===== config.mk =====
export PLATFORM = sky130hd
export DESIGN_NAME = metering_config_regs
export DESIGN_NICKNAME = d
export VERILOG_FILES = /design/src/hdl/metering_cfg_pkg.sv /design/src/hdl/metering_config_regs.sv
export SDC_FILE = /design/constraint.sdc
export NUM_CORES = 1
export LEC_CHECK = 0
export ABC_AREA = 1
export BUFFER_PORTS_ARGS = -buffer_cell sky130_fd_sc_hd__buf_2
export CORE_MARGIN = 5
export CORE_UTILIZATION = 56
export CTS_BUF_LIST = sky130_fd_sc_hd__clkbuf_4 sky130_fd_sc_hd__clkbuf_8 sky130_fd_sc_hd__clkbuf_16
export DETAILED_ROUTE_END_ITERATION = 10
export HOLD_SLACK_MARGIN = 0.03
export PLACE_DENSITY = 0.77
export SLEW_MARGIN = 20
export SYNTH_ARGS = -nofsm -noshare
export SYNTH_HDL_FRONTEND = slang
export SYNTH_SLANG_ARGS = --single-unit
export TNS_END_PERCENT = 30

===== constraint.sdc =====
create_clock -name aclk -period 2.1 [get_ports aclk]
set_clock_uncertainty 0.1 [all_clocks]
set_input_delay 0.21 -clock aclk [delete_from_list [all_inputs] [get_ports aclk]]
set_output_delay 0.21 -clock aclk [all_outputs]
set_load 0.05 [all_outputs]

===== src/hdl/metering_cfg_pkg.sv =====
// Constants, register map and carrier types for the metering config bank.
// Assumes a 40 MHz aclk and a 32-bit AXI4-Lite register bus.
package metering_cfg_pkg;
    // Printed offsets are not multiples of four: indices, byte address = 4x
    localparam logic [11:0] IDX_CSUM_FORCE = 12'h4B4;
    localparam logic [11:0] IDX_CSUM_OPT = 12'h4B5;
    localparam logic [11:0] IDX_TEMP_CTL = 12'h4B6;
    localparam logic [11:0] IDX_TEMP_RES = 12'h4B7;
    localparam logic [11:0] IDX_GAIN = 12'h4B9;
    localparam logic [11:0] IDX_CONV_DIS = 12'h4BA;
    localparam logic [11:0] IDX_REACT_DIS = 12'h4E0;
    localparam logic [11:0] IDX_IRQ_STAT = 12'h500;
    localparam logic [11:0] IDX_IRQ_MASK = 12'h501;
    localparam logic [15:0] RST_REG = 16'h0000;
    // Field layout
    localparam int TEMP_START_BIT = 3;
    localparam int TEMP_EN_BIT = 2;
    localparam logic [15:0] OPT_MASK = 16'h0FFF;
    localparam logic [15:0] TEMP_CTL_MASK = 16'h0007;
    localparam logic [15:0] RES_MASK = 16'h0FFF;
    localparam logic [15:0] GAIN_MASK = 16'h3FFF;
    localparam logic [15:0] CONV_MASK = 16'h007F;
    localparam logic [15:0] REACT_MASK = 16'h0001;
    localparam logic [15:0] IRQ_MASK_BITS = 16'h0003;
    localparam int IRQ_TEMP_RDY = 0;
    localparam int IRQ_CSUM_DONE = 1;
    // Timing
    localparam int CLK_HZ = 40_000_000;
    localparam int CONV_TIME_US = 1000;
    localparam int CONV_CYCLES = CLK_HZ / 1_000_000 * CONV_TIME_US;
    localparam int CSUM_REGS = 12;
    // AXI responses
    localparam logic [1:0] RESP_OKAY = 2'h0;
    localparam logic [1:0] RESP_SLVERR = 2'h2;

    typedef struct packed {
        logic [1:0] volt_c_gain;
        logic [1:0] volt_b_gain;
        logic [1:0] volt_a_gain;
        logic [1:0] neutral_gain;
        logic [1:0] cur_c_gain;
        logic [1:0] cur_b_gain;
        logic [1:0] cur_a_gain;
    } gain_s;

    typedef struct packed {
        logic volt_c_conv_off;
        logic volt_b_conv_off;
        logic volt_a_conv_off;
        logic neutral_conv_off;
        logic cur_c_conv_off;
        logic cur_b_conv_off;
        logic cur_a_conv_off;
    } conv_off_s;

    typedef struct packed {
        logic sum_zero_cross_select;
        logic sum_zero_cross_timeout;
        logic sum_apparent_noload;
        logic sum_reactive_noload;
        logic sum_active_noload;
        logic sum_swell_cycles;
        logic sum_swell_level;
        logic sum_sag_cycles;
        logic sum_sag_level;
        logic sum_event_mask;
        logic sum_irq_mask_second;
        logic sum_irq_mask_first;
    } csum_sel_s;

    typedef enum logic [1:0] {
        CONV_IDLE = 2'b00,
        CONV_RUN = 2'b01
    } conv_state_e;
endpackage


===== src/hdl/metering_config_regs.sv =====
// Configuration and status register bank of a multiphase metering device.
// Assumes an AXI4-Lite master on aclk; sensor and checksum engines outside.
// Summary of operation
// - Option bits 11..7 add zero-cross, timeout and three no-load registers.
// - Option bits 6..3 add swell cycles, swell level, sag cycles, sag level.
// - Option bits 2..0 add event mask, mask two, mask one; reset zero.
// - Writing one to start bit, with enable bit one in the same write, requests a conversion; bit self-clears.
// - Manual result arrives within 1 ms and sets the ready status flag.
// - Sensor enable bit turns the sensor on; resets off.
// - Averaging code picks 1/256/512/1024 samples; the result wait stays CONV_CYC cycles.
// - Result register shows 12-bit value; upper four bits read zero.
// - Gain codes: 00 gain 1, 01 gain 2, 10 and 11 gain 4.
// - Gain fields: volts C,B,A at 13..8, neutral 7:6, currents 5..0.
// - Disable bits 6..0 shut off converters VC,VB,VA,IN,IC,IB,IA.
// - Reactive disable bit stops total reactive power; resets active.
// - Force-update write starts checksum; completion sets done flag.
`timescale 1ns/10ps
module metering_config_regs
    import metering_cfg_pkg::*;
#(
    parameter int CONV_CYC = CONV_CYCLES,
    parameter int CSUM_CYC = CSUM_REGS
) (
    input wire logic aclk,
    input wire logic aresetn,
    input wire logic [13:0] s_axi_awaddr,
    input wire logic s_axi_awvalid,
    output logic s_axi_awready,
    input wire logic [31:0] s_axi_wdata,
    input wire logic [3:0] s_axi_wstrb,
    input wire logic s_axi_wvalid,
    output logic s_axi_wready,
    output logic [1:0] s_axi_bresp,
    output logic s_axi_bvalid,
    input wire logic s_axi_bready,
    input wire logic [13:0] s_axi_araddr,
    input wire logic s_axi_arvalid,
    output logic s_axi_arready,
    output logic [31:0] s_axi_rdata,
    output logic [1:0] s_axi_rresp,
    output logic s_axi_rvalid,
    input wire logic s_axi_rready,
    input wire logic [11:0] sensor_sample,
    output logic sensor_enable,
    output logic [1:0] sensor_avg_sel,
    output logic [10:0] sensor_avg_count,
    output gain_s gain_sel,
    output logic [2:0] gain_factor [7],
    output conv_off_s conv_off,
    output logic reactive_calc_off,
    output csum_sel_s csum_sel,
    output logic csum_start,
    output logic irq
);
    import metering_cfg_pkg::*;

    // Counts below these cannot form a strobe, a wait and a done cycle
    if (CONV_CYC < 2 || CSUM_CYC < 1) begin : g_bad_counts
        $error("metering_config_regs: count parameters too small");
    end

    function automatic logic [2:0] gain_of(input logic [1:0] code);
        unique case (code)
            2'b00: gain_of = 3'h1;
            2'b01: gain_of = 3'h2;
            default: gain_of = 3'h4;
        endcase
    endfunction

    function automatic logic [15:0] apply_strb(input logic [15:0] old,
            input logic [31:0] wd, input logic [3:0] st,
            input logic [15:0] mask);
        logic [15:0] v;
        v = old;
        if (st[0]) v[7:0] = wd[7:0];
        if (st[1]) v[15:8] = wd[15:8];
        apply_strb = v & mask;
    endfunction

    logic aw_held_q, w_held_q;
    logic [11:0] aw_idx_q;
    logic [31:0] wdata_q;
    logic [3:0] wstrb_q;
    logic wr_fire;
    logic wr_hit;
    logic [15:0] opt_q, temp_ctl_q, result_q, gain_q, conv_q, react_q;
    logic [15:0] stat_q, mask_q;
    logic start_q;
    conv_state_e conv_state_q;
    logic [31:0] conv_cnt_q;
    logic csum_busy_q;
    logic [31:0] csum_cnt_q;
    logic temp_done, csum_done;

    // Write channel: address and data taken independently, in either order
    assign s_axi_awready = !aw_held_q && !s_axi_bvalid;
    assign s_axi_wready = !w_held_q && !s_axi_bvalid;
    assign wr_fire = aw_held_q && w_held_q && !s_axi_bvalid;

    always_ff @(posedge aclk) begin
        if (!aresetn) begin
            aw_held_q <= 1'b0;
            w_held_q <= 1'b0;
            aw_idx_q <= 12'h000;
            wdata_q <= 32'h0000_0000;
            wstrb_q <= 4'h0;
            s_axi_bvalid <= 1'b0;
            s_axi_bresp <= RESP_OKAY;
        end else begin
            if (s_axi_awvalid && s_axi_awready) begin
                aw_held_q <= 1'b1;
                aw_idx_q <= s_axi_awaddr[13:2];
            end
            if (s_axi_wvalid && s_axi_wready) begin
                w_held_q <= 1'b1;
                wdata_q <= s_axi_wdata;
                wstrb_q <= s_axi_wstrb;
            end
            if (wr_fire) begin
                aw_held_q <= 1'b0;
                w_held_q <= 1'b0;
                s_axi_bvalid <= 1'b1;
                s_axi_bresp <= wr_hit ? RESP_OKAY : RESP_SLVERR;
            end else if (s_axi_bready) begin
                s_axi_bvalid <= 1'b0;
            end
        end
    end

    always_comb begin
        unique case (aw_idx_q)
            IDX_CSUM_FORCE, IDX_CSUM_OPT, IDX_TEMP_CTL, IDX_TEMP_RES,
            IDX_GAIN, IDX_CONV_DIS, IDX_REACT_DIS, IDX_IRQ_STAT,
            IDX_IRQ_MASK: wr_hit = 1'b1;
            default: wr_hit = 1'b0;
        endcase
    end

    // Configuration registers; reserved bits masked away
    always_ff @(posedge aclk) begin
        if (!aresetn) begin
            opt_q <= RST_REG;
            temp_ctl_q <= RST_REG;
            gain_q <= RST_REG;
            conv_q <= RST_REG;
            react_q <= RST_REG;
            mask_q <= RST_REG;
        end else if (wr_fire) begin
            unique case (aw_idx_q)
                IDX_CSUM_OPT: opt_q <= apply_strb(opt_q, wdata_q, wstrb_q,
                    OPT_MASK);
                IDX_TEMP_CTL: temp_ctl_q <= apply_strb(temp_ctl_q, wdata_q,
                    wstrb_q, TEMP_CTL_MASK);
                IDX_GAIN: gain_q <= apply_strb(gain_q, wdata_q, wstrb_q,
                    GAIN_MASK);
                IDX_CONV_DIS: conv_q <= apply_strb(conv_q, wdata_q, wstrb_q,
                    CONV_MASK);
                IDX_REACT_DIS: react_q <= apply_strb(react_q, wdata_q,
                    wstrb_q, REACT_MASK);
                IDX_IRQ_MASK: mask_q <= apply_strb(mask_q, wdata_q, wstrb_q,
                    IRQ_MASK_BITS);
                default: ;
            endcase
        end
    end

    // Start request is a one-cycle strobe; TEMP_CTL_MASK drops bit 3, so the stored bit always reads 0
    always_ff @(posedge aclk) begin
        if (!aresetn) begin
            start_q <= 1'b0;
        end else begin
            start_q <= wr_fire && aw_idx_q == IDX_TEMP_CTL && wstrb_q[0]
                && wdata_q[TEMP_START_BIT]
                && wdata_q[TEMP_EN_BIT];
        end
    end

    // Conversion timer; a new start restarts the 1 ms wait
    always_ff @(posedge aclk) begin
        if (!aresetn) begin
            conv_state_q <= CONV_IDLE;
            conv_cnt_q <= 32'h0000_0000;
            result_q <= RST_REG;
        end else begin
            unique case (conv_state_q)
                CONV_IDLE: begin
                    if (start_q) begin
                        conv_state_q <= CONV_RUN;
                        conv_cnt_q <= 32'h0000_0000;
                    end
                end
                CONV_RUN: begin
                    if (!temp_ctl_q[TEMP_EN_BIT]) begin
                        conv_state_q <= CONV_IDLE;
                    end else if (start_q) begin
                        conv_cnt_q <= 32'h0000_0000;
                    end else if (conv_cnt_q == 32'(CONV_CYC - 1)) begin
                        conv_state_q <= CONV_IDLE;
                        result_q <= {4'h0, sensor_sample} & RES_MASK;
                    end else begin
                        conv_cnt_q <= conv_cnt_q + 32'h0000_0001;
                    end
                end
                default: conv_state_q <= CONV_IDLE;
            endcase
        end
    end

    assign temp_done = conv_state_q == CONV_RUN && temp_ctl_q[TEMP_EN_BIT]
        && !start_q && conv_cnt_q == 32'(CONV_CYC - 1);

    // Checksum engine stand-in: counts CSUM_CYC cycles whatever the selection, then flags done
    always_ff @(posedge aclk) begin
        if (!aresetn) begin
            csum_busy_q <= 1'b0;
            csum_cnt_q <= 32'h0000_0000;
        end else if (csum_start) begin
            csum_busy_q <= 1'b1;
            csum_cnt_q <= 32'h0000_0000;
        end else if (csum_busy_q) begin
            if (csum_cnt_q == 32'(CSUM_CYC - 1)) begin
                csum_busy_q <= 1'b0;
            end else begin
                csum_cnt_q <= csum_cnt_q + 32'h0000_0001;
            end
        end
    end

    assign csum_start = wr_fire && aw_idx_q == IDX_CSUM_FORCE
        && wstrb_q[0] && wdata_q[0];
    assign csum_done = csum_busy_q && !csum_start
        && csum_cnt_q == 32'(CSUM_CYC - 1);

    // Sticky status; a set in the clearing cycle wins
    always_ff @(posedge aclk) begin
        if (!aresetn) begin
            stat_q <= RST_REG;
        end else begin
            for (int i = 0; i < 16; i++) begin
                if ((i == IRQ_TEMP_RDY && temp_done) ||
                    (i == IRQ_CSUM_DONE && csum_done)) begin
                    stat_q[i] <= 1'b1;
                end else if (wr_fire && aw_idx_q == IDX_IRQ_STAT &&
                    wstrb_q[i / 8] && wdata_q[i]) begin
                    stat_q[i] <= 1'b0;
                end
            end
        end
    end

    assign irq = |(stat_q & mask_q);

    // Read channel
    assign s_axi_arready = !s_axi_rvalid;
    always_ff @(posedge aclk) begin
        if (!aresetn) begin
            s_axi_rvalid <= 1'b0;
            s_axi_rdata <= 32'h0000_0000;
            s_axi_rresp <= RESP_OKAY;
        end else if (s_axi_arvalid && s_axi_arready) begin
            s_axi_rvalid <= 1'b1;
            s_axi_rresp <= RESP_OKAY;
            unique case (s_axi_araddr[13:2])
                IDX_CSUM_FORCE: s_axi_rdata <= 32'h0000_0000;
                IDX_CSUM_OPT: s_axi_rdata <= {16'h0000, opt_q};
                IDX_TEMP_CTL: s_axi_rdata <= {16'h0000, temp_ctl_q};
                IDX_TEMP_RES: s_axi_rdata <= {16'h0000, result_q};
                IDX_GAIN: s_axi_rdata <= {16'h0000, gain_q};
                IDX_CONV_DIS: s_axi_rdata <= {16'h0000, conv_q};
                IDX_REACT_DIS: s_axi_rdata <= {16'h0000, react_q};
                IDX_IRQ_STAT: s_axi_rdata <= {16'h0000, stat_q};
                IDX_IRQ_MASK: s_axi_rdata <= {16'h0000, mask_q};
                default: begin
                    s_axi_rdata <= 32'h0000_0000;
                    s_axi_rresp <= RESP_SLVERR;
                end
            endcase
        end else if (s_axi_rready) begin
            s_axi_rvalid <= 1'b0;
        end
    end

    // Outputs to the analog front end and datapath
    assign sensor_enable = temp_ctl_q[TEMP_EN_BIT];
    assign sensor_avg_sel = temp_ctl_q[1:0];
    always_comb begin
        unique case (temp_ctl_q[1:0])
            2'b00: sensor_avg_count = 11'h001;
            2'b01: sensor_avg_count = 11'h100;
            2'b10: sensor_avg_count = 11'h200;
            default: sensor_avg_count = 11'h400;
        endcase
    end
    assign gain_sel = gain_s'(gain_q[13:0]);
    always_comb begin
        for (int c = 0; c < 7; c++) begin
            gain_factor[c] = gain_of(gain_q[2*c +: 2]);
        end
    end
    assign conv_off = conv_off_s'(conv_q[6:0]);
    assign reactive_calc_off = react_q[0];
    assign csum_sel = csum_sel_s'(opt_q[11:0]);
endmodule // metering_config_regs


==> results of run 1 <==
==> metal layers <==
layer	track usage [%]	wire [microns]	vias to the layer above
li1	-	-	5140
met1	38.1	12600	4532
met2	44.6	12700	366
met3	4.56	1830	63
met4	9.74	746	0
met5	0	0	-
==> layout by cell type, fill, tap and decap left out, types with 3 or more instances in the layout <==
cell type,count
nand2_1,396
nor2_1,264
dfxtp_1,168
inv_1,160
buf_2,142
a21oi_1,100
nand3_1,86
o21ai_0,66
buf_4,58
dlygate4sd3_1,41
nand4_1,35
nor3_1,35
conb_1,27
clkbuf_16,17
xor2_1,16
o21ai_1,14
inv_2,12
nor2_2,11
nand2_2,10
nand3b_1,7
inv_6,5
nand3_2,4
nor2_4,4
clkinv_1,4
inv_8,4
nor3_2,3
xnor2_1,3
a21oi_2,3
==> final timing paths <==
check        depth (start not counted)            from              to
min                                  3  s_axi_wdata[4]      wdata_q[4]
max reg2reg                          9   csum_cnt_q[1]  csum_cnt_q[20]
max                                  7    aw_idx_q[10]      csum_start
min reg2reg                          2    aw_idx_q[10]    aw_idx_q[10]
==> cell usage after synthesis (all sizes together) (2+ instances only) <==
library cell	instances
inv	172
nand4	35
ha	2
nor2	279
dfxtp	168
xnor2	3
or2	2
nand3b	7
buf	52
clkinv	4
nor3	40
nor4	5
a21oi	103
nand3	90
xor2	16
o21ai	80
o21bai	2
nand2	408
clkbuf	25
==> what timing repair did <==
| item | 4_1_cts | 5_1_grt |
|---|---|---|
| setup endpoints to repair | 1 | 9 |
| setup buffers | 3 | 0 |
| cloned | 0 | 0 |
| resized for setup | 1 | 4 |
| hold endpoints to repair | 41 | 0 |
| pin swaps | 2 | 0 |
| hold buffers | 41 | 0 |
==> sequential cells by signal, indices dropped and copies added, names as in the netlist, 3 cells and up <==
name and flops:
gain_q 14, conv_q 7, opt_q 12, aw_idx_q 12, wdata_q 14, conv_cnt_q 32, result_q 12, temp_ctl_q 3
s_axi_rdata 14, csum_cnt_q 32
==> cells by family after synthesis <==
kind of cell,share of synthesized area [%]
compound gates,10.5
xor+xnor,1.76
fa+ha+maj,0.265
buf+inv,12.0
flops,35.7
other cells,0.0398
simple gates,39.7
==> worst max-delay path, delay by kind of cell (launching register included) <==
family                 cells  cell delay, ps
and+or+nand+nor            4             690
buffers and inverters      3             300
DFF                        1             310
==> power groups by stage <==
stage	sequential [W]	combinational [W]	clock [W]
floorplan	0.00337	0.000412	0
global placement	0.00336	0.000521	0
detailed placement	0.00336	0.000529	0
CTS	0.00329	0.000591	0.00327
global route	0.00330	0.000655	0.00341
finish	0.00329	0.000604	0.00322
==> through the flow <==
stage                     instances  hold WS [ps]  setup slack, ps  instance area [sq um]
after CTS                      1946          32.6             34.1                  11500
after global routing           1946          57.7            -76.9                  11500
final                          1946          45.7             46.4                  11500
after floorplan                1530           245            -67.0                   9530
after global placement         1871           333            -92.3                  10500
after detailed placement       1871           342              102                  10500
==> layout make-up <==
cell class              instances  share of cell area (%)
well taps                     220                    2.39
clock buffers                  18                    3.76
multi-input cells            1109                    43.8
clock inverters                13                    1.38
flip-flops and latches        168                    29.2
inverters                     176                    5.74
repair buffers                242                    13.7
==> summary.txt, run 1 <==
Setup path
  – Crit Path Max Fanout: 5
  – Startpoint types: flip-flop
  – CP Cell Sequence: inv_1 > nor2_1 > nand3_2 > nor3_1 > nand2_1 > inv_1 > buf_4
  – Crit path DAT: 1740 ps
  – Most used cell, CP: inv_1
  – Max stage delay on crit path: 310 ps
  – Critical-path top delay cell: dfxtp_1
  – CP endpoint kind: output port
  – R2r setup slk: 160 ps
  – CP required: 1790 ps
  – Crit Path Category: reg2out

Final layout
  – Area Overhead vs Synth: 22.1%
  – Area of the multi-input gates: 0.00504 sq mm
  – Post-layout util: 69.7%
  – Layout fillers: 1455
  – N_diodes: 0
  – Ratio of cells with drive above 1 in the final layout: 16.7%
  – FF/Latch Area: 0.00336 sq mm
  – Nets: 1799

Drt
  – Drt pass-1 iters: 5
  – Final wirelength: 27800 microns
  – # DRC: 0
  – Vias: 10101
  – Wire per inst: 14.3 microns
  – DR iter-0 viols: 904
  – Final ANT Viol Nets: 0
  – Via-to-Cell Ratio: 5.19

Placement
  – Hpwl dp: 19800 microns
  – IO Port Bufs: 143
  – GPL Wtd Cong: 0.981

Logic synthesis
  – Avg Cell Area, Syn: 6.27 sq um
  – Mapped cell area: 0.00943 sq mm
  – Top FF cell, synth: dfxtp_1
  – Share of the synthesized area in the top cell type: 35.7%
  – Synth Register Bits: 168
  – Synth area leaders: dfxtp_1, nand2_1, nor2_1, inv_1, a21oi_1
  – Synth cell types: 46
  – Number of flops mapped to enable cells by yosys: 0
  – Post-synthesis sequential area ratio: 35.7%
  – Area leader, netlist: dfxtp_1
  – Yosys warns: 0
  – Asr flop ratio synth: 0%
  – Syn Inst Count: 1504

Global routing
  – First-pass GRT wire length: 45500 microns
  – Initial antenna violation count: 0
  – Grt ovf: 0
  – Total Routing Usage GR: 27.9%
  – Vias in the first global route: 9371
  – Largest net degree at the start of global routing: 80

CTS
  – Clk_lat worst skew: 430 ps
  – Root Buffer Master: clkbuf_16
  – CTS tree: built
  – Num CTS Buffers: 17
  – Clock transition at the registers of the reported paths: 70 ps
  – CTS sink cnt: 168
  – H-tree depth: 4
  – Clock buffer depth: 2

Power and ir drop
  – Power density over the cells: 618 mW/mm^2
  – Reg power frac: 46.2%
  – Gate power share: 8.5%
  – Leak pwr: 5.17 nW
  – Max VDD drop: 0.573 mV
  – Internal: 0.00524 W
  – Switching power of the nets: 0.00188 W
  – Clock network power share: 45.3%
  – Power consumption: 0.00712 W
  – Sw Share: 26.5%

STA
  – Max_slew headroom: 50.2%
  – Hold Vio Cnt, Final: 0
  – Period minus WS final: 2050 ps
  – RSZ-0062 raised after global routing: yes
  – Fin crit share: 97.8%
  – Tightest Pin Transition: 745 ps
  – FMAX: 487 MHz
  – Setup_tns: 0 ps
  – Pins Over Slew Limit: 0
  – Final setup vio count: 0

Floorplan
  – Die ar.: 0.0195 sq mm
  – Core Rows: 47
  – Die Ht: 140 microns
  – Num ports: 195
  – Core area: 0.0165 sq mm
  – Starting Density: 57.1%
  – Die Width: 140 microns

Run
  – # Max-Cap Violations: 0

Run status
  – Status: finished clean

Min path
  – Worst min-delay path category: in2reg
Note: power is estimated with default switching activity, not from simulation.
==> run 2, diff against run 1 <==
--- a/config.mk
+++ b/config.mk
@@ -11,6 +11,7 @@
 export CORE_UTILIZATION = 56
 export CTS_BUF_LIST = sky130_fd_sc_hd__clkbuf_4 sky130_fd_sc_hd__clkbuf_8 sky130_fd_sc_hd__clkbuf_16
 export DETAILED_ROUTE_END_ITERATION = 10
+export GPL_TIMING_DRIVEN = 0
 export HOLD_SLACK_MARGIN = 0.03
 export PLACE_DENSITY = 0.77
 export SLEW_MARGIN = 20
==> run 2 against run 1 <==
  * Via count grew 2.6%
  * Sequential power is essentially flat
  * Highest routed layer unchanged
  * Total power grew 3.1%
  * Fmax grew 1.2%
  * Critical endpoint is now result_q[2]
  * Combinational power grew 11%
  * Hold slack lost 4.6 ps
  * Routed wire length grew 7.1%
==> summary.txt, run 2 (synthesis results as in run 1) <==
CTS
  – Root Buffer Master: clkbuf_16
  – H-tree depth: 4 (unchanged)
  – Clock transition at the registers of the reported paths: 70 ps (about the same)
  – Clk_lat worst skew: 440 ps (about the same)
  – Clock buffer depth: 2 (unchanged)
  – CTS tree: built
  – CTS sink cnt: 168 (unchanged)
  – Num CTS Buffers: 17 (unchanged)

STA
  – Max_slew headroom: 51.2% (+0.95 points)
  – Tightest Pin Transition: 726 ps (-19.1 ps)
  – Worst Hold Margin: 41.1 ps (-4.61 ps)
  – Fin crit share: 96.7% (-1.1 points)
  – Period minus WS final: 2030 ps (-23.8 ps)
  – Final WS setup: 70.2 ps (+23.8 ps)
  – FMAX: 493 MHz (+1.2%)
  – RSZ-0062 raised after global routing: yes
  – Hold Vio Cnt, Final: 0 (unchanged)
  – Final setup vio count: 0 (unchanged)
  – Pins Over Slew Limit: 0 (unchanged)

Setup path
  – CP Launch Point: conv_cnt_q[0]
  – Max stage delay on crit path: 390 ps (+80 ps)
  – Launching point of the worst reg2reg path: conv_cnt_q[0]
  – CP endpoint kind: flip-flop
  – Crit Path Category: reg2reg
  – Crit path DAT: 2260 ps (+520 ps)
  – CP Cell Sequence: ha_4 > nand2_4 > nor3_4 > nand3_4 > nor2_4 > nand2_4 > buf_4 > nor2_1 > nor2_1
  – Startpoint types: flip-flop
  – CP required: 2330 ps (+540 ps)
  – Critical-path top delay cell: dfxtp_4
  – Crit Path Max Fanout: 10 (+5)

Global routing
  – Grt ovf: 0 (unchanged)
  – Initial antenna violation count: 0 (unchanged)
  – Vias in the first global route: 9380 (+0.096%)
  – First-pass GRT wire length: 47400 microns (+4.0%)
  – Largest net degree at the start of global routing: 19 (-76%)
  – Total Routing Usage GR: 29.5% (+1.7 points)

Drt
  – Final wirelength: 29800 microns (+7.1%)
  – Wire per inst: 15.1 microns (+5.7%)
  – Vias: 10362 (+2.6%)
  – DR iter-0 viols: 837 (-7.4%)
  – # DRC: 0 (unchanged)
  – Via-to-Cell Ratio: 5.25 (+1.2%)
  – Final ANT Viol Nets: 0 (unchanged)
  – Drt pass-1 iters: 5 (unchanged)

Final layout
  – Ratio of cells with drive above 1 in the final layout: 16.7% (+0.038 points)
  – N_diodes: 0 (unchanged)
  – Area Overhead vs Synth: 23.9%
  – Most frequent cells in the layout: nand2_1, nor2_1, dfxtp_1, inv_1, buf_2
  – Top Registers: conv_cnt_q (32), csum_cnt_q (32)
  – Nets: 1824 (+1.4%)
  – Commonest non-fill, non-tap cell in the layout: nand2_1
  – Finished Layout Cells: 1972 (+1.3%)
  – Post-layout util: 70.7% (+1.1 points)

Power and ir drop
  – Power density over the cells: 628 mW/mm^2 (+1.6%)
  – Reg power frac: 44.8% (-1.4 points)
  – Internal: 0.00533 W (+1.8%)
  – Clock network power share: 46.1% (+0.8 points)
  – Leak pwr: 5.23 nW (+1.3%)
  – Switching power of the nets: 0.00201 W (+6.8%)
  – Sw Share: 27.4% (+0.96 points)
  – Max VDD drop: 0.731 mV (+28%)
  – Gate power share: 9.1% (+0.6 points)

Run status
  – Status: finished clean

Floorplan
  – Die Ht: 140 microns (unchanged)
  – Starting Density: 57.1% (unchanged)
  – Core Rows: 47 (unchanged)
  – Num ports: 195 (unchanged)
  – Die Width: 140 microns (unchanged)
  – Die ar.: 0.0195 sq mm (unchanged)
  – Core area: 0.0165 sq mm (unchanged)

Run
  – # Max-Cap Violations: 0 (unchanged)

Min path
  – Worst min-delay path category: in2reg
  – Hold wc startpoint: s_axi_wdata[3]

Placement
  – Pre-CTS setup slack: -88.2 ps (-190 ps)
  – GPL Wtd Cong: 0.933 (-4.9%)
  – IO Port Bufs: 143 (unchanged)
  – Hpwl dp: 21700 microns (+9.8%)
  – Post-placement cell count: 1893 (+1.2%)
run 2: changes by cell type in the layout (fill, tap and decap cells not counted), moves of 3 or more:
| cell | change |
|---|---|
| buf_1 | +4 |
| buf_4 | -16 |
| clkinv_8 | +4 |
| buf_6 | +6 |
| dfxtp_1 | -4 |
| buf_2 | +7 |
| clkbuf_1 | +24 |
| dfxtp_2 | +3 |
run 2: worst max-delay path: cells and delay by family, from the launching register on:
family                   cells  cell delay [ps]
AND/OR/NAND/NOR              7             1040
flip-flops                   1              390
buffers and inverters        1              210
adder cells (fa/ha/maj)      1              170
run 2: routing by layer:
metal,GRT usage (%),vias up,share of wire (%)
met5,0,-,0
met4,9.23,0,2.2
met3,6.11,63,8.0
met2,46.9,410,45
met1,40.5,4699,44
li1,-,5190,-
run 2: cell type report:
type                    instances  area (sq um)
well taps                     220           275
clock buffers                  18           439
multi-input cells            1109          5080
clock inverters                14           201
flip-flops and latches        168          3370
fillers                      1469          4840
plain buffers                  77           479
inverters                     176           663
repair buffers                190          1170
run 2: power groups by stage:
| stage | sequential (W) | clock [W] | combinational (W) |
|---|---|---|---|
| 2_1_floorplan | 0.00337 | 0 | 0.000412 |
| 3_3_place_gp | 0.00336 | 0 | 0.000579 |
| 3_5_place_dp | 0.00336 | 0 | 0.000588 |
| 4_1_cts | 0.00329 | 0.00340 | 0.000650 |
| 5_1_grt | 0.00330 | 0.00355 | 0.000725 |
| 6_report | 0.00329 | 0.00338 | 0.000670 |
run 2: final timing paths:
kind,cells after the start,slack [ps],end
hold reg to reg,2,360,aw_idx_q[10]
setup / recovery,9,70,result_q[2]
hold / removal,3,40,wdata_q[3]
setup reg to reg,9,70,result_q[2]
run 2: through the flow:
step	cell area [sq um]	TNS, ps	power (W)
3_5_place_dp	10500	-666	0.00395
6_report	11700	0	0.00734
3_3_place_gp	10500	-439	0.00394
2_1_floorplan	9530	-577	0.00378
4_1_cts	11600	0	0.00734
5_1_grt	11700	-42.4	0.00757
run 2: timing repair:
item	CTS	global route
cloned	0	0
buffers inserted	4	3
resized for setup	4	18
hold buffers	40	0
pin swaps	5	7
endpoints found under the setup margin	19	60
endpoints found under the hold margin	40	0
==> run 3, diff against run 2 <==
--- a/config.mk
+++ b/config.mk
@@ -6,14 +6,15 @@
 export NUM_CORES = 1
 export LEC_CHECK = 0
 export ABC_AREA = 1
-export BUFFER_PORTS_ARGS = -buffer_cell sky130_fd_sc_hd__buf_2
+export BUFFER_PORTS_ARGS = -buffer_cell sky130_fd_sc_hd__buf_4
 export CORE_MARGIN = 5
-export CORE_UTILIZATION = 56
+export CORE_UTILIZATION = 50
 export CTS_BUF_LIST = sky130_fd_sc_hd__clkbuf_4 sky130_fd_sc_hd__clkbuf_8 sky130_fd_sc_hd__clkbuf_16
 export DETAILED_ROUTE_END_ITERATION = 10
 export GPL_TIMING_DRIVEN = 0
 export HOLD_SLACK_MARGIN = 0.03
-export PLACE_DENSITY = 0.77
+export PLACE_DENSITY = 0.73
+export SETUP_SLACK_MARGIN = 0.15
 export SLEW_MARGIN = 20
 export SYNTH_ARGS = -nofsm -noshare
 export SYNTH_HDL_FRONTEND = slang
==> constraint.sdc (replaced) <==
create_clock -name aclk -period 1.8 [get_ports aclk]
set_clock_uncertainty 0.1 [all_clocks]
set_input_delay 0.18 -clock aclk [delete_from_list [all_inputs] [get_ports aclk]]
set_output_delay 0.18 -clock aclk [all_outputs]
set_load 0.05 [all_outputs]
==> run 3 against run 2 <==
  * The run now ends with setup timing left
  * Core utilization fell by 0.46 points
  * Non-clock buffer count rose by 29
  * Via count rose by 1.7%
  * Critical path depth fell by 2
  * Setup slack got worse by 220 ps
  * Register-to-register slack got worse by 180 ps
  * Global-route usage fell by 1.5 points
  * Combinational power rose by 35%
==> summary.txt, run 3 (synthesis results as in run 1) <==
Setup path
  – Startpoint types: flip-flop
  – CP required: 1520 ps (-810 ps)
  – Buffers and inverters on the worst path: 3 (+2)
  – Max stage delay on crit path: 340 ps (-50 ps)
  – Reg2reg end: conv_q[3]
  – Crit path DAT: 1670 ps (-590 ps)
  – Crit Path Max Fanout: 2 (-8)
  – CP endpoint kind: output port
  – Reg2reg path depth: 10 (+1)
  – Crit Path Category: reg2out
  – Crit path max-delay family: simple AND/OR/NAND/NOR gates
  – Critical-path top delay cell: dfxtp_2
  – R2r setup slk: -110 ps (-180 ps)
  – Launching point of the worst reg2reg path: w_held_q
  – Stages on worst setup path: 7 (-2)
  – CP Cell Sequence: inv_2 > nor2_2 > nand4_1 > nor3_4 > nand2_2 > clkinvlp_4 > buf_8

Floorplan
  – Die Ht: 147 microns (+5.4%)
  – Starting Density: 50.6% (-6.5 points)
  – Die Width: 147 microns (+5.4%)
  – Core Rows: 50 (+6.4%)
  – Num ports: 195 (unchanged)
  – Die ar.: 0.0217 sq mm (+11%)
  – Core area: 0.0186 sq mm (+13%)

Drt
  – Final wirelength: 32200 microns (+8.2%)
  – Met3 routed WL: 2370 microns (+0.21%)
  – # DRC: 0 (unchanged)
  – Via-to-Cell Ratio: 5.23 (-0.49%)
  – Final ANT Viol Nets: 0 (unchanged)
  – WL met1: 14100 microns (+6.9%)
  – Vias: 10536 (+1.7%)
  – Wire length on met2: 15200 microns (+13%)
  – Wire per inst: 16.0 microns (+5.9%)
  – DR iter-0 viols: 954 (+14%)
  – Highest routed metal layer: met4
  – Drt pass-1 iters: 7 (+2)

STA
  – Final setup vio count: 26 (+26)
  – Hold Vio Cnt, Final: 0 (unchanged)
  – Max_slew headroom: 45.1% (-6.0 points)
  – Tightest Pin Transition: 823 ps (+97.3 ps)
  – RSZ-0062 raised after global routing: yes
  – Pins Over Slew Limit: 0 (unchanged)
  – Fin crit share: 108%
  – Final WS setup: -149 ps (-219 ps)
  – Period minus WS final: 1950 ps
  – FMAX: 513 MHz

Final layout
  – Most frequent cells in the layout: nand2_1, nor2_1, buf_4, inv_1, dfxtp_1
  – Commonest non-fill, non-tap cell in the layout: nand2_1
  – N_diodes: 0 (unchanged)
  – Finished Cell Area: 0.0131 sq mm (+12%)
  – Top Registers: conv_cnt_q (32), csum_cnt_q (32)
  – Ratio of cells with drive above 1 in the final layout: 27.3% (+11 points)
  – Nets: 1853 (+1.6%)
  – Area Overhead vs Synth: 38.9%

Placement
  – Post-DP Area: 0.0109 sq mm (+4.0%)
  – Hpwl dp: 22100 microns (+1.5%)
  – GPL Wtd Cong: 0.945 (+1.3%)
  – IO Port Bufs: 143 (unchanged)

CTS
  – Clock transition at the registers of the reported paths: 70 ps (about the same)
  – Root Buffer Master: clkbuf_16
  – CTS tree: built
  – CTS sink cnt: 168 (unchanged)
  – Clk_lat worst skew: 450 ps (about the same)
  – Num CTS Buffers: 17 (unchanged)
  – H-tree depth: 4 (unchanged)
  – Clock buffer depth: 2 (unchanged)

Min path
  – Hold Path Depth: 3 (unchanged)
  – Worst min-delay path category: in2reg
  – Endpoint, Worst Hold: react_q[0]
  – Hold wc startpoint: aresetn

Run
  – # Max-Cap Violations: 0 (unchanged)

Run status
  – Status: finished with violations
  – Violated checks: setup timing

Global routing
  – First-pass GRT wire length: 49700 microns (+4.9%)
  – Initial antenna violation count: 0 (unchanged)
  – Largest net degree at the start of global routing: 19 (unchanged)
  – Total Routing Usage GR: 28.1% (-1.5 points)
  – Grt ovf: 0 (unchanged)
  – Vias in the first global route: 9667 (+3.1%)

Power and ir drop
  – Switching power of the nets: 0.00242 W (+20%)
  – Sw Share: 27.9% (+0.50 points)
  – Power consumption: 0.00867 W (+18%)
  – Gate power share: 10.4% (+1.3 points)
  – Leak pwr: 5.69 nW (+8.7%)
  – Max VDD drop: 0.690 mV (-5.6%)
  – Power density over the cells: 662 mW/mm^2 (+5.3%)
  – Internal: 0.00625 W (+17%)
  – Clock network power share: 45.3% (-0.8 points)
  – Reg power frac: 44.3% (-0.5 points)
## run 3: cell count changes in the layout (fill, tap and decap cells not counted), sizes merged
| cell | change |
|---|---|
| buf | +25 |
| clkinvlp | +4 |
| clkbuf | -1 |
| dlygate4sd3 | +4 |
| inv | -3 |
## run 3: worst min-delay path: cells and delay by family
kind / cells / cell delay, ps
buf+inv: 2 / 300
simple gates: 1 / 80
## run 3: routing by layer
metal / vias up / track usage, %
li1: 5243 / -
met1: 4824 / 38.6
met2: 425 / 46.4
met3: 44 / 4.75
met4: 0 / 6.48
met5: - / 0
## run 3: power groups by stage
stage / sequential, W / combinational, W / clock (W)
floorplan: 0.00393 / 0.000488 / 0
global placement: 0.00393 / 0.000730 / 0
detailed placement: 0.00393 / 0.000739 / 0
CTS: 0.00384 / 0.000860 / 0.00395
global route: 0.00385 / 0.000969 / 0.00412
finish: 0.00384 / 0.000904 / 0.00392
## run 3: repair_timing
action,in CTS,in global routing
resized for setup,141,134
hold buffers,43,1
buffers inserted,19,7
endpoints found under the hold margin,46,1
setup endpoints to repair,121,123
pin swaps,38,57
cloned,6,0
## run 3: layout make-up
cell class              count  area (sq um)
fillers                  1578          5540
clock buffers              17           425
clock inverters            15           206
flip-flops and latches    168          3420
inverters                 176           687
multi-input cells        1109          5700
well taps                 234           293
plain buffers              77           551
repair buffers            219          1820
## run 3: metrics by stage
step	hold WS (ps)	instances	utilization, %	setup TNS [ps]	worst slack (ps)
5_1_grt	65.2	2015	70.3	-4340	-199
4_1_cts	47.8	2007	67.8	-363	-109
6_report	65.7	2015	70.3	-1120	-149
3_3_place_gp	301	1907	58.7	-10210	-242
3_5_place_dp	309	1907	58.7	-10730	-271
2_1_floorplan	215	1530	-	0	63.9
## run 3: worst max-delay path by stage
stage / start / end / slack [ps]
floorplan: temp_ctl_q[1] / sensor_avg_count[9] / 60
global placement: csum_cnt_q[0] / csum_cnt_q[18] / -240
detailed placement: csum_cnt_q[0] / csum_cnt_q[18] / -270
CTS: aw_idx_q[2] / csum_start / -110
global route: aw_held_q / csum_start / -200
finish: aw_idx_q[2] / csum_start / -150
